===== config.mk =====
export PLATFORM = sky130hd
export DESIGN_NAME = dual_timer_counter
export DESIGN_NICKNAME = d
export VERILOG_FILES = /design/src/timer_pkg.sv /design/src/dual_timer_counter.sv
export SDC_FILE = /design/constraint.sdc
export NUM_CORES = 1
export LEC_CHECK = 0
export BUFFER_PORTS_ARGS = -buffer_cell sky130_fd_sc_hd__buf_2
export CELL_PAD_IN_SITES_DETAIL_PLACEMENT = 1
export CELL_PAD_IN_SITES_GLOBAL_PLACEMENT = 1
export CORE_MARGIN = 2
export CORE_UTILIZATION = 40
export CTS_CLUSTER_DIAMETER = 150
export DETAILED_ROUTE_END_ITERATION = 10
export HOLD_SLACK_MARGIN = 0.08
export PLACE_DENSITY_LB_ADDON = 0.1
export SLEW_MARGIN = 20
export SYNTH_ARGS = -nofsm -noshare
export SYNTH_HDL_FRONTEND = slang
export SYNTH_SLANG_ARGS = --single-unit

===== constraint.sdc =====
create_clock -name CLOCK_I -period 2.8 [get_ports CLOCK_I]
set_input_delay 0.14 -clock CLOCK_I [delete_from_list [all_inputs] [get_ports CLOCK_I]]
set_output_delay 0.14 -clock CLOCK_I [all_outputs]
set_load 0.01 [all_outputs]

===== src/timer_pkg.sv =====
// Shared constants and types for the dual timer/counter block
package timer_pkg;

    // ********************************************************
    // Register offsets
    // ********************************************************
    localparam logic [7:0] TIMER_CONTROL_ADDR = 8'h88;
    localparam logic [7:0] TIMER_MODE_CONFIG_ADDR = 8'h89;
    localparam logic [7:0] TIMER0_LOW_ADDR = 8'h8a;
    localparam logic [7:0] TIMER1_LOW_ADDR = 8'h8b;
    localparam logic [7:0] TIMER0_HIGH_ADDR = 8'h8c;
    localparam logic [7:0] TIMER1_HIGH_ADDR = 8'h8d;
    localparam logic [7:0] IRQ_STATUS_ADDR = 8'h90;
    localparam logic [7:0] IRQ_CLEAR_ADDR = 8'h91;
    localparam logic [7:0] IRQ_ENABLE_ADDR = 8'h92;

    // ********************************************************
    // Field positions and reset values
    // ********************************************************
    localparam int CTRL_RUN0_BIT = 4;
    localparam int CTRL_FLAG0_BIT = 5;
    localparam int CTRL_RUN1_BIT = 6;
    localparam int CTRL_FLAG1_BIT = 7;
    localparam int IRQ_TIMER0_BIT = 0;
    localparam int IRQ_TIMER1_BIT = 1;
    localparam logic [7:0] MODE_CONFIG_RESET = 8'h00;
    localparam logic [7:0] COUNT_RESET = 8'h00;
    localparam logic [1:0] IRQ_RESET = 2'h0;

    // ********************************************************
    // Modes and timing
    // ********************************************************
    localparam logic [1:0] MODE_13BIT = 2'h0;
    localparam logic [1:0] MODE_16BIT = 2'h1;
    localparam logic [1:0] MODE_RELOAD = 2'h2;
    localparam logic [1:0] MODE_SPLIT = 2'h3;
    localparam int OSC_PERIODS_PER_MACHINE_CYCLE = 12;
    localparam int MACHINE_CYCLE_CLKS = OSC_PERIODS_PER_MACHINE_CYCLE;
    localparam logic [3:0] MC_LAST = 4'(MACHINE_CYCLE_CLKS - 1);

    // One nibble of the mode register (gate, source, mode)
    typedef struct packed {
        logic gate;
        logic counter_src;
        logic [1:0] mode;
    } timer_cfg_t;

    // High and low count bytes of one timer
    typedef struct packed {
        logic [7:0] high;
        logic [7:0] low;
    } count_pair_t;

endpackage : timer_pkg


===== src/dual_timer_counter.sv =====
// Two 8-bit-machine style timer/counters with mode, control and interrupt registers
`timescale 1ns/1ps
`default_nettype none

module dual_timer_counter (
    input wire logic CLOCK_I,
    input wire logic RST_I,
    input wire logic [7:0] ADDR_I,
    input wire logic [7:0] WDATA_I,
    input wire logic WR_I,
    input wire logic RD_I,
    output logic [7:0] RDATA_O,
    input wire logic GATE_PIN_A_I,
    input wire logic GATE_PIN_B_I,
    input wire logic EXT_COUNT_PIN_A_I,
    input wire logic EXT_COUNT_PIN_B_I,
    input wire logic VECTOR0_ACK_I,
    input wire logic VECTOR1_ACK_I,
    output logic IRQ_O,
    output logic TIMER0_OVERFLOW_FLAG_O,
    output logic TIMER1_OVERFLOW_FLAG_O,
    output logic BAUD_TICK_O
);

    // ********************************************************
    // Step function shared by both timers
    // ********************************************************

    // Returns {overflow, high, low} after one count event
    function automatic logic [16:0] count_step(
        input logic [1:0] mode,
        input logic [7:0] high,
        input logic [7:0] low
    );
        logic [5:0] pre;
        logic [8:0] lo_n;
        logic [8:0] hi_n;
        pre = {1'b0, low[4:0]} + 6'h01;
        lo_n = {1'b0, low} + 9'h001;
        hi_n = {1'b0, high};
        unique case (mode)
            timer_pkg::MODE_13BIT: begin
                if (pre[5]) begin
                    hi_n = {1'b0, high} + 9'h001;
                end
                count_step = {hi_n[8] & pre[5], hi_n[7:0], low[7:5], pre[4:0]};
            end
            timer_pkg::MODE_16BIT: begin
                if (lo_n[8]) begin
                    hi_n = {1'b0, high} + 9'h001;
                end
                count_step = {hi_n[8] & lo_n[8], hi_n[7:0], lo_n[7:0]};
            end
            timer_pkg::MODE_RELOAD: begin
                count_step = {lo_n[8], high, lo_n[8] ? high : lo_n[7:0]};
            end
            // Low byte as lone 8-bit counter
            default: begin
                count_step = {lo_n[8], high, lo_n[7:0]};
            end
        endcase
    endfunction : count_step

    // ********************************************************
    // State
    // ********************************************************
    logic [3:0] mc_count_q;
    logic mc_tick_q;
    logic [7:0] mode_cfg_q;
    logic run0_q;
    logic run1_q;
    logic flag0_q;
    logic flag1_q;
    logic pin_a_q;
    logic pin_b_q;
    timer_pkg::count_pair_t timer0_q;
    timer_pkg::count_pair_t timer1_q;
    logic [1:0] irq_status_q;
    logic [1:0] irq_enable_q;
    logic [7:0] rdata_q;
    logic irq_q;
    logic baud_q;

    timer_pkg::timer_cfg_t cfg0;
    timer_pkg::timer_cfg_t cfg1;
    logic split;
    logic fall_a;
    logic fall_b;
    logic en0;
    logic en1;
    logic en0_high;
    logic [16:0] step0;
    logic [16:0] step1;
    logic [8:0] high0_inc;
    logic ovf0;
    logic ovf1_timer;
    logic ovf0_high;
    logic ovf1_evt;
    logic wr_ctrl;

    // ********************************************************
    // Machine cycle divider
    // ********************************************************

    always_ff @(posedge CLOCK_I or posedge RST_I) begin
        if (RST_I) begin
            mc_count_q <= 4'h0;
            mc_tick_q <= 1'b0;
        end else begin
            mc_tick_q <= (mc_count_q == timer_pkg::MC_LAST);
            if (mc_count_q == timer_pkg::MC_LAST) begin
                mc_count_q <= 4'h0;
            end else begin
                mc_count_q <= mc_count_q + 4'h1;
            end
        end
    end

    // ********************************************************
    // Count-pin sampling and enables
    // ********************************************************

    // Samples refresh only on the tick, so edges need one full cycle
    always_ff @(posedge CLOCK_I or posedge RST_I) begin
        if (RST_I) begin
            pin_a_q <= 1'b0;
            pin_b_q <= 1'b0;
        end else if (mc_tick_q) begin
            pin_a_q <= EXT_COUNT_PIN_A_I;
            pin_b_q <= EXT_COUNT_PIN_B_I;
        end
    end

    // Nibble split of the mode register
    assign cfg0 = timer_pkg::timer_cfg_t'(mode_cfg_q[3:0]);
    assign cfg1 = timer_pkg::timer_cfg_t'(mode_cfg_q[7:4]);
    assign split = (cfg0.mode == timer_pkg::MODE_SPLIT);
    // High sample followed by low sample
    assign fall_a = pin_a_q & ~EXT_COUNT_PIN_A_I;
    assign fall_b = pin_b_q & ~EXT_COUNT_PIN_B_I;

    // Enables; the gate bit of each nibble selects pin gating
    always_comb begin
        // Run, gate and source select for timer 0
        en0 = mc_tick_q & run0_q & (~cfg0.gate | GATE_PIN_A_I)
            & (cfg0.counter_src ? fall_a : 1'b1);
        // Timer 1 stops in its own mode 11; during split timer1_run is ignored
        en1 = mc_tick_q & (cfg1.mode != timer_pkg::MODE_SPLIT)
            & (split | run1_q) & (~cfg1.gate | GATE_PIN_B_I)
            & (cfg1.counter_src ? fall_b : 1'b1);
        // Split high byte counts machine cycles under timer1_run
        en0_high = mc_tick_q & split & run1_q;
    end

    // Next counts and overflow events
    always_comb begin
        step0 = count_step(cfg0.mode, timer0_q.high, timer0_q.low);
        step1 = count_step(cfg1.mode, timer1_q.high, timer1_q.low);
        high0_inc = {1'b0, timer0_q.high} + 9'h001;
        ovf0 = en0 & step0[16];
        ovf1_timer = en1 & step1[16];
        ovf0_high = en0_high & high0_inc[8];
        // In split mode the high byte owns the timer 1 flag
        ovf1_evt = split ? ovf0_high : ovf1_timer;
    end

    assign wr_ctrl = WR_I & (ADDR_I == timer_pkg::TIMER_CONTROL_ADDR);

    // ********************************************************
    // Count registers
    // ********************************************************

    // Timer 0 bytes; a software write wins over a count in the same cycle
    always_ff @(posedge CLOCK_I or posedge RST_I) begin
        if (RST_I) begin
            timer0_q <= {timer_pkg::COUNT_RESET, timer_pkg::COUNT_RESET};
        end else begin
            // Only counting or writes change the bytes
            if (WR_I && ADDR_I == timer_pkg::TIMER0_LOW_ADDR) begin
                timer0_q.low <= WDATA_I;
            end else if (en0) begin
                timer0_q.low <= step0[7:0];
            end
            if (WR_I && ADDR_I == timer_pkg::TIMER0_HIGH_ADDR) begin
                timer0_q.high <= WDATA_I;
            end else if (en0_high) begin
                timer0_q.high <= high0_inc[7:0];
            end else if (en0 && !split) begin
                timer0_q.high <= step0[15:8];
            end
        end
    end

    // Timer 1 bytes
    always_ff @(posedge CLOCK_I or posedge RST_I) begin
        if (RST_I) begin
            timer1_q <= {timer_pkg::COUNT_RESET, timer_pkg::COUNT_RESET};
        end else begin
            if (WR_I && ADDR_I == timer_pkg::TIMER1_LOW_ADDR) begin
                timer1_q.low <= WDATA_I;
            end else if (en1) begin
                timer1_q.low <= step1[7:0];
            end
            if (WR_I && ADDR_I == timer_pkg::TIMER1_HIGH_ADDR) begin
                timer1_q.high <= WDATA_I;
            end else if (en1) begin
                timer1_q.high <= step1[15:8];
            end
        end
    end

    // ********************************************************
    // Mode and control registers
    // ********************************************************

    // Mode register, plain read/write
    always_ff @(posedge CLOCK_I or posedge RST_I) begin
        if (RST_I) begin
            mode_cfg_q <= timer_pkg::MODE_CONFIG_RESET;
        end else if (WR_I && ADDR_I == timer_pkg::TIMER_MODE_CONFIG_ADDR) begin
            mode_cfg_q <= WDATA_I;
        end
    end

    // Run bits
    always_ff @(posedge CLOCK_I or posedge RST_I) begin
        if (RST_I) begin
            run0_q <= 1'b0;
            run1_q <= 1'b0;
        end else if (wr_ctrl) begin
            run0_q <= WDATA_I[timer_pkg::CTRL_RUN0_BIT];
            run1_q <= WDATA_I[timer_pkg::CTRL_RUN1_BIT];
        end
    end

    // Overflow flags: hardware set beats both vector clear and software write
    always_ff @(posedge CLOCK_I or posedge RST_I) begin
        if (RST_I) begin
            flag0_q <= 1'b0;
            flag1_q <= 1'b0;
        end else begin
            if (ovf0) begin
                flag0_q <= 1'b1;
            end else if (wr_ctrl) begin
                flag0_q <= WDATA_I[timer_pkg::CTRL_FLAG0_BIT];
            end else if (VECTOR0_ACK_I) begin
                // Cleared when the interrupt is vectored
                flag0_q <= 1'b0;
            end
            if (ovf1_evt) begin
                flag1_q <= 1'b1;
            end else if (wr_ctrl) begin
                flag1_q <= WDATA_I[timer_pkg::CTRL_FLAG1_BIT];
            end else if (VECTOR1_ACK_I) begin
                // Cleared when the interrupt is vectored
                flag1_q <= 1'b0;
            end
        end
    end

    // ********************************************************
    // Interrupt status, enable and output
    // ********************************************************

    // Sticky status; a new event outranks a clear in the same cycle
    always_ff @(posedge CLOCK_I or posedge RST_I) begin
        if (RST_I) begin
            irq_status_q <= timer_pkg::IRQ_RESET;
        end else begin
            if (ovf0) begin
                irq_status_q[timer_pkg::IRQ_TIMER0_BIT] <= 1'b1;
            end else if (WR_I && ADDR_I == timer_pkg::IRQ_CLEAR_ADDR
                         && WDATA_I[timer_pkg::IRQ_TIMER0_BIT]) begin
                irq_status_q[timer_pkg::IRQ_TIMER0_BIT] <= 1'b0;
            end
            if (ovf1_evt) begin
                irq_status_q[timer_pkg::IRQ_TIMER1_BIT] <= 1'b1;
            end else if (WR_I && ADDR_I == timer_pkg::IRQ_CLEAR_ADDR
                         && WDATA_I[timer_pkg::IRQ_TIMER1_BIT]) begin
                irq_status_q[timer_pkg::IRQ_TIMER1_BIT] <= 1'b0;
            end
        end
    end

    // Enable mask
    always_ff @(posedge CLOCK_I or posedge RST_I) begin
        if (RST_I) begin
            irq_enable_q <= timer_pkg::IRQ_RESET;
        end else if (WR_I && ADDR_I == timer_pkg::IRQ_ENABLE_ADDR) begin
            irq_enable_q <= WDATA_I[1:0];
        end
    end

    // Level output lags status by one clock to come from a flop
    always_ff @(posedge CLOCK_I or posedge RST_I) begin
        if (RST_I) begin
            irq_q <= 1'b0;
        end else begin
            irq_q <= |(irq_status_q & irq_enable_q);
        end
    end

    // Timer 1 overflow pulse for the serial channel, even in split
    always_ff @(posedge CLOCK_I or posedge RST_I) begin
        if (RST_I) begin
            baud_q <= 1'b0;
        end else begin
            baud_q <= ovf1_timer;
        end
    end

    // ********************************************************
    // Read port
    // ********************************************************

    // Data stands one cycle after the read strobe; unmapped reads zero
    always_ff @(posedge CLOCK_I or posedge RST_I) begin
        if (RST_I) begin
            rdata_q <= 8'h00;
        end else if (RD_I) begin
            unique case (ADDR_I)
                timer_pkg::TIMER_CONTROL_ADDR:
                    rdata_q <= {flag1_q, run1_q, flag0_q, run0_q, 4'h0};
                timer_pkg::TIMER_MODE_CONFIG_ADDR: rdata_q <= mode_cfg_q;
                timer_pkg::TIMER0_LOW_ADDR: rdata_q <= timer0_q.low;
                timer_pkg::TIMER1_LOW_ADDR: rdata_q <= timer1_q.low;
                timer_pkg::TIMER0_HIGH_ADDR: rdata_q <= timer0_q.high;
                timer_pkg::TIMER1_HIGH_ADDR: rdata_q <= timer1_q.high;
                timer_pkg::IRQ_STATUS_ADDR: rdata_q <= {6'h00, irq_status_q};
                timer_pkg::IRQ_ENABLE_ADDR: rdata_q <= {6'h00, irq_enable_q};
                default: rdata_q <= 8'h00;
            endcase
        end else begin
            rdata_q <= 8'h00;
        end
    end

    assign RDATA_O = rdata_q;
    assign IRQ_O = irq_q;
    assign TIMER0_OVERFLOW_FLAG_O = flag0_q;
    assign TIMER1_OVERFLOW_FLAG_O = flag1_q;
    assign BAUD_TICK_O = baud_q;

endmodule : dual_timer_counter

`default_nettype wire


-- Word level (Yosys, flattened, before mapping)
Index checks and enable logic that the tools add are counted.
- register bits: 65
- bits of input ports: 26
- output and inout port bits: 12
- logic and storage cells: 144
- $add $sub $neg: 7
- equality and inequality tests: 24
- mux-type cells: 37
- bitwise logic cells: 27
- reductions and logical operators: 28
- operator list (kind ; number):
    $pmux W17 S3 ; 2
    $mux W8 ; 12
    $eq A8 B8 Y1 const B ; 9
    $mux W9 ; 8
    $pmux W8 S8 ; 1
    $add A8 B1 Y9 const B ; 4
    $and A1 B1 Y1 ; 19
    $mux W1 ; 13
    $add A5 B1 Y6 const B ; 2
    $reduce_bool A3 Y1 ; 4
    $logic_and A1 B1 Y1 ; 10
    $reduce_and A5 Y1 ; 2
    $reduce_bool A2 Y1 ; 5
    $ne A3 B3 Y1 const B ; 3
    $ne A2 B2 Y1 const B ; 4
    $ne A4 B4 Y1 const B ; 2
    $eq A2 B2 Y1 const B ; 3
    $add A4 B1 Y4 const B ; 1
    $eq A2 B1 Y1 const B ; 2
    $eq A4 B4 Y1 const B ; 1
    $logic_not A2 Y1 ; 2
    $mux W4 ; 1
    $not A1 Y1 ; 4
    $reduce_and A2 Y1 ; 2
    5 further kinds ; 7

-- Logic depth before layout (Yosys ltp)
- depth in word-level cells: 8
- mapped depth: 8
- mapped depth without buffers: 7

-- Worst setup path after synthesis
Ideal clock, no wire load.
- path kind: register to register
- start point: register mode_cfg_q[5]
- end point: register timer1_q[13] in the netlist's numbering
- library setup time: 0.137 ns
- data arrival time: 2.105 ns
- required time: 2.663 ns
- setup slack: 0.559 ns
- stages on the path, launching flop included: 9
- buffers on the path: 2
- clock period less this slack: 2.241 ns
- cells stage by stage: dfrtp_1 > clkbuf_2 > a21bo_1 > a2111o_1 > or4_1 > buf_6 > nor3_1 > xnor2_1 > a21oi_1
- word-level cells in the longest chain between the ends: 7
- elaborated cells on any way between the ends: 17
- classes of those cells: 6 x eq/ne; 3 x mux; 4 x bitwise; 4 x reduce/logical
- RTL lines (what ; line ; source):
    from (decl) ; dual_timer_counter.sv:69 ; logic [7:0] mode_cfg_q;
    from (signal assigned) ; dual_timer_counter.sv:219 ; mode_cfg_q <= timer_pkg::MODE_CONFIG_RESET;
    $ne A2 B2 Y1 ; dual_timer_counter.sv:148 ; en1 = mc_tick_q & (cfg1.mode != timer_pkg::MODE_SPLIT)
    $and A1 B1 Y1 ; dual_timer_counter.sv:148 ;
    $and A1 B1 Y1 (2 in series) ; dual_timer_counter.sv:149 ; & (split | run1_q) & (~cfg1.gate | GATE_PIN_B_I)
    $and A1 B1 Y1 ; dual_timer_counter.sv:150 ; & (cfg1.counter_src ? fall_b : 1'b1);
    $reduce_bool A2 Y1 (no line) ; - ;
    $reduce_and A5 Y1 (no line) ; - ;
    to (signal assigned) ; dual_timer_counter.sv:197 ; timer1_q <= {timer_pkg::COUNT_RESET, timer_pkg::COUNT_RESET};
    to (decl) ; dual_timer_counter.sv:77 ; timer_pkg::count_pair_t timer1_q;
Parallel ways exist; a longest one is shown, timed or not. The select of a mux whose other input is x is not followed.
A chain may end at the register's enable or synchronous reset.

-- Final worst setup path
- start point: register mode_cfg_q[1]
- end point: register timer1_q[13] in the netlist's numbering
- word-level cells in the longest chain between the ends: 7
- RTL lines (what ; line ; source):
    $eq A2 B2 Y1 ; dual_timer_counter.sv:137 ; assign split = (cfg0.mode == timer_pkg::MODE_SPLIT);
    $or A1 B1 Y1 ; dual_timer_counter.sv:149 ;
    $and A1 B1 Y1 (2 in series) ; dual_timer_counter.sv:149 ;
    $and A1 B1 Y1 ; dual_timer_counter.sv:150 ;
    $reduce_bool A2 Y1 (no line) ; - ;
    $reduce_and A5 Y1 (no line) ; - ;
Every way passes these cells.

==> results.json <==
{
  "post_drt_wl_per_cell_um": 20.7,
  "status": "finished, final reports clean",
  "number_of_h_tree_levels": 3,
  "hpwl_um": 9540,
  "floorplan.die.width_um": 102,
  "timing.hold.ws_ns": 0.119,
  "sequential_power_share_pct": 46.7,
  "clk_pin_slew_ns": 0.07,
  "layout.cells.most_common_list": "sky130_fd_sc_hd__dfrtp_1, sky130_fd_sc_hd__nand2_1, sky130_fd_sc_hd__nor2_1, sky130_fd_sc_hd__a21oi_1, sky130_fd_sc_hd__buf_2",
  "yosysWarningCount": 0,
  "clk_path_buf_depth": 2,
  "synth_nets": 463,
  "finish.utilization_pct": 48.8,
  "slew_viol_final": 0,
  "grt_max_degree": 35,
  "avgViaCountPerCell": 5.86,
  "setup_total_negative_slack_ns": 0,
  "nNetsFinal": 511,
  "tritoncts": "yes",
  "yosys.area.top_type": "sky130_fd_sc_hd__dfrtp_1",
  "synth_cell_types": 54,
  "postCtsHoldBufs": 5,
  "leak_pwr_nw": 1.92,
  "antenna_cells_inserted": 0,
  "final_critical_path_setup_slack_ns": 0.340,
  "dp_worst_setup_slack_ns": 0.367,
  "crit_required_ns": 3.01,
  "holdCritPathClass": "in2reg",
  "yosys_most_used_dff": "sky130_fd_sc_hd__dfrtp_1",
  "postSynthAreaPerCell_um2": 8.94,
  "fmax_mhz": 407,
  "layout-drive-gt1-share_pct": 19.2,
  "synthDominantCellAreaShare_pct": 42.1,
  "grt_pass1_vias": 3534,
  "post_synth_main_area_contributors": "sky130_fd_sc_hd__dfrtp_1, sky130_fd_sc_hd__mux2_2, sky130_fd_sc_hd__a21oi_1",
  "number_of_enable_flip_flop_cells_after_synthesis": 0,
  "cp_max_fo": 8,
  "drt_drc_violations_left": 0,
  "post-cts-setup-buffer-count": 0,
  "fin_worst_skew_ns": 0.0147,
  "ys_seq_area_share_pct": 42.1,
  "fillers": 1108,
  "clk-insertion-delay-late_ns": 0.36,
  "globalRouteOverflowTotal": 0,
  "maxSlewHeadroom_pct": 51.7,
  "cts.sinks": 65,
  "postSynthRegisterBits": 65,
  "pwr-share-clk_pct": 38.7,
  "core-area_mm2": 0.00928,
  "period_minus_slack_ns": 2.46,
  "die_h_um": 102,
  "drt.antenna.violating_nets": 0,
  "vdd_drop_max_uv": 267,
  "cp-start-kind": "flip-flop",
  "power.combinational.fraction_pct": 14.6,
  "netlist_instances": 432,
  "inserted_clock_buffers": 9,
  "detailedRoute.firstIterationViolations": 155,
  "rsz_0062_raised_after_global_routing": "false",
  "initial_antenna_violation_count": 0,
  "initial_util_pct": 41.6,
  "first_pass_iters": 5,
  "post_synth_instance_area_mm2": 0.00386,
  "wl_um": 12700,
  "leading_cell_type_in_the_layout_fill_and_taps_excluded": "sky130_fd_sc_hd__dfrtp_1",
  "async_reset_ff_share_pct": 100,
  "dr_vias": 3596,
  "grt_first_pass_wirelength_um": 19900,
  "fp-row-count": 35,
  "endpoint_arrival_time_on_the_critical_path_ns": 2.67,
  "timing.final.hold_violations": 0,
  "worstSetupPathType": "reg2reg",
  "power_density_mw_per_mm2": 533,
  "power_switching_share_pct": 29.8,
  "min_period_over_period_pct": 87.9,
  "cts.root.buffer_cell": "sky130_fd_sc_hd__clkbuf_8",
  "boundaryPins": 38,
  "total_power_w": 0.00241,
  "die-area_mm2": 0.0105,
  "cts_resized": 0,
  "max_cap_violations": 0,
  "power.internal_w": 0.00169,
  "worstSetupEndpointType": "flip-flop",
  "port_buffers": 37,
  "areaGrowthSynthToFinish_pct": 17.2,
  "max_slew.worst_pin.slew_ns": 0.723,
  "globalRouteTotalUtil_pct": 25.8,
  "setup-violations-final": 0,
  "gpl.final_weighted_congestion": 0.892,
  "total_switching_power_w": 0.000718
}
-- layout make-up --
type | instances | area, µm² | area share (%)
clock inverters | 5 | 77.6 | 1.71
well taps | 129 | 161 | 3.56
repair buffers | 57 | 360 | 7.96
multi-input cells | 332 | 2090 | 46.3
flip-flops and latches | 65 | 1630 | 35.9
clock buffers | 11 | 151 | 3.34
inverters | 15 | 56.3 | 1.24
-- cells by family after synthesis --
family | share of synthesized area [%]
compound gates | 19.4
xor+xnor | 4.08
fa+ha+maj | 1.62
buf+inv | 3.66
flops | 42.1
mux | 8.62
simple gates | 20.5
-- cell usage after synthesis (all sizes together), types with 3 or more instances --
library cell and number:
dfrtp 65, nand2 49, nor2 40, a21oi 38, o21ai 23, nand3 21
clkbuf 18, mux2 18, xnor2 17, inv 15, nor3 14, mux2i 13
a22oi 10, a31oi 6, and3 6, nor2b 6, nor4 6, ha 5
nand2b 5, nand4 5, o22a 5, o311ai 4, o31ai 4, a211oi 3
a22o 3, o221ai 3
-- critical path, stage by stage, from the launching register on --
cell                       delay (ns)
sky130_fd_sc_hd__dfrtp_1         0.48
sky130_fd_sc_hd__a21oi_1         0.12
sky130_fd_sc_hd__a2111o_1        0.43
sky130_fd_sc_hd__or4_1           0.73
sky130_fd_sc_hd__nor3_1          0.32
sky130_fd_sc_hd__xnor2_1         0.15
sky130_fd_sc_hd__a21oi_1         0.08
-- through the flow --
| stage | area, µm² | instances |
|---|---|---|
| 2_1_floorplan | 3860 | 432 |
| 3_3_place_gp | 4250 | 593 |
| 3_5_place_dp | 4250 | 593 |
| 4_1_cts | 4530 | 614 |
| 5_1_grt | 4530 | 614 |
| 6_report | 4530 | 614 |
-- metal layers --
metal	up-vias	global-route usage [%]	wire [µm]	part of all wire [%]
li1	1675	-	-	-
met1	1812	36.4	6090	48
met2	86	40.5	5880	46
met3	23	4.51	468	3.7
met4	0	8.10	265	2.1
met5	-	0	0	0
-- flip-flops by register name, indices dropped and copies added, names as in the netlist, 2 cells and up --
name	cells
mc_count_q	4
mode_cfg_q	8
RDATA_O	8
irq_status_q	2
timer1_q	16
irq_enable_q	2
timer0_q	16
-- path summary, 6_finish.rpt --
path	start	slack [ns]	to	depth (start not counted)
min in group asynchronous	RST_I	0.45	mode_cfg_q[7]$_DFFE_PP0P_	3
hold / removal	WDATA_I[6]	0.12	timer1_q[6]$_DFFE_PP0P_	2
max in group asynchronous	RST_I	1.70	timer1_q[13]$_DFFE_PP0P_	4
setup / recovery	mode_cfg_q[1]$_DFFE_PP0P_	0.34	timer1_q[13]$_DFFE_PP0P_	6
hold reg to reg	mc_count_q[0]$_DFF_PP0_	0.47	mc_count_q[0]$_DFF_PP0_	1
setup reg to reg	mode_cfg_q[1]$_DFFE_PP0P_	0.34	timer1_q[13]$_DFFE_PP0P_	6
-- power by group through the flow --
stage / combinational (W) / clock (W) / sequential (W)
5_1_grt: 0.000387 / 0.000997 / 0.00113
4_1_cts: 0.000352 / 0.000950 / 0.00112
3_5_place_dp: 0.000342 / 0 / 0.00114
3_3_place_gp: 0.000327 / 0 / 0.00114
6_report: 0.000352 / 0.000934 / 0.00113
2_1_floorplan: 0.000235 / 0 / 0.00109
Note: power is estimated with default switching activity, not from simulation.
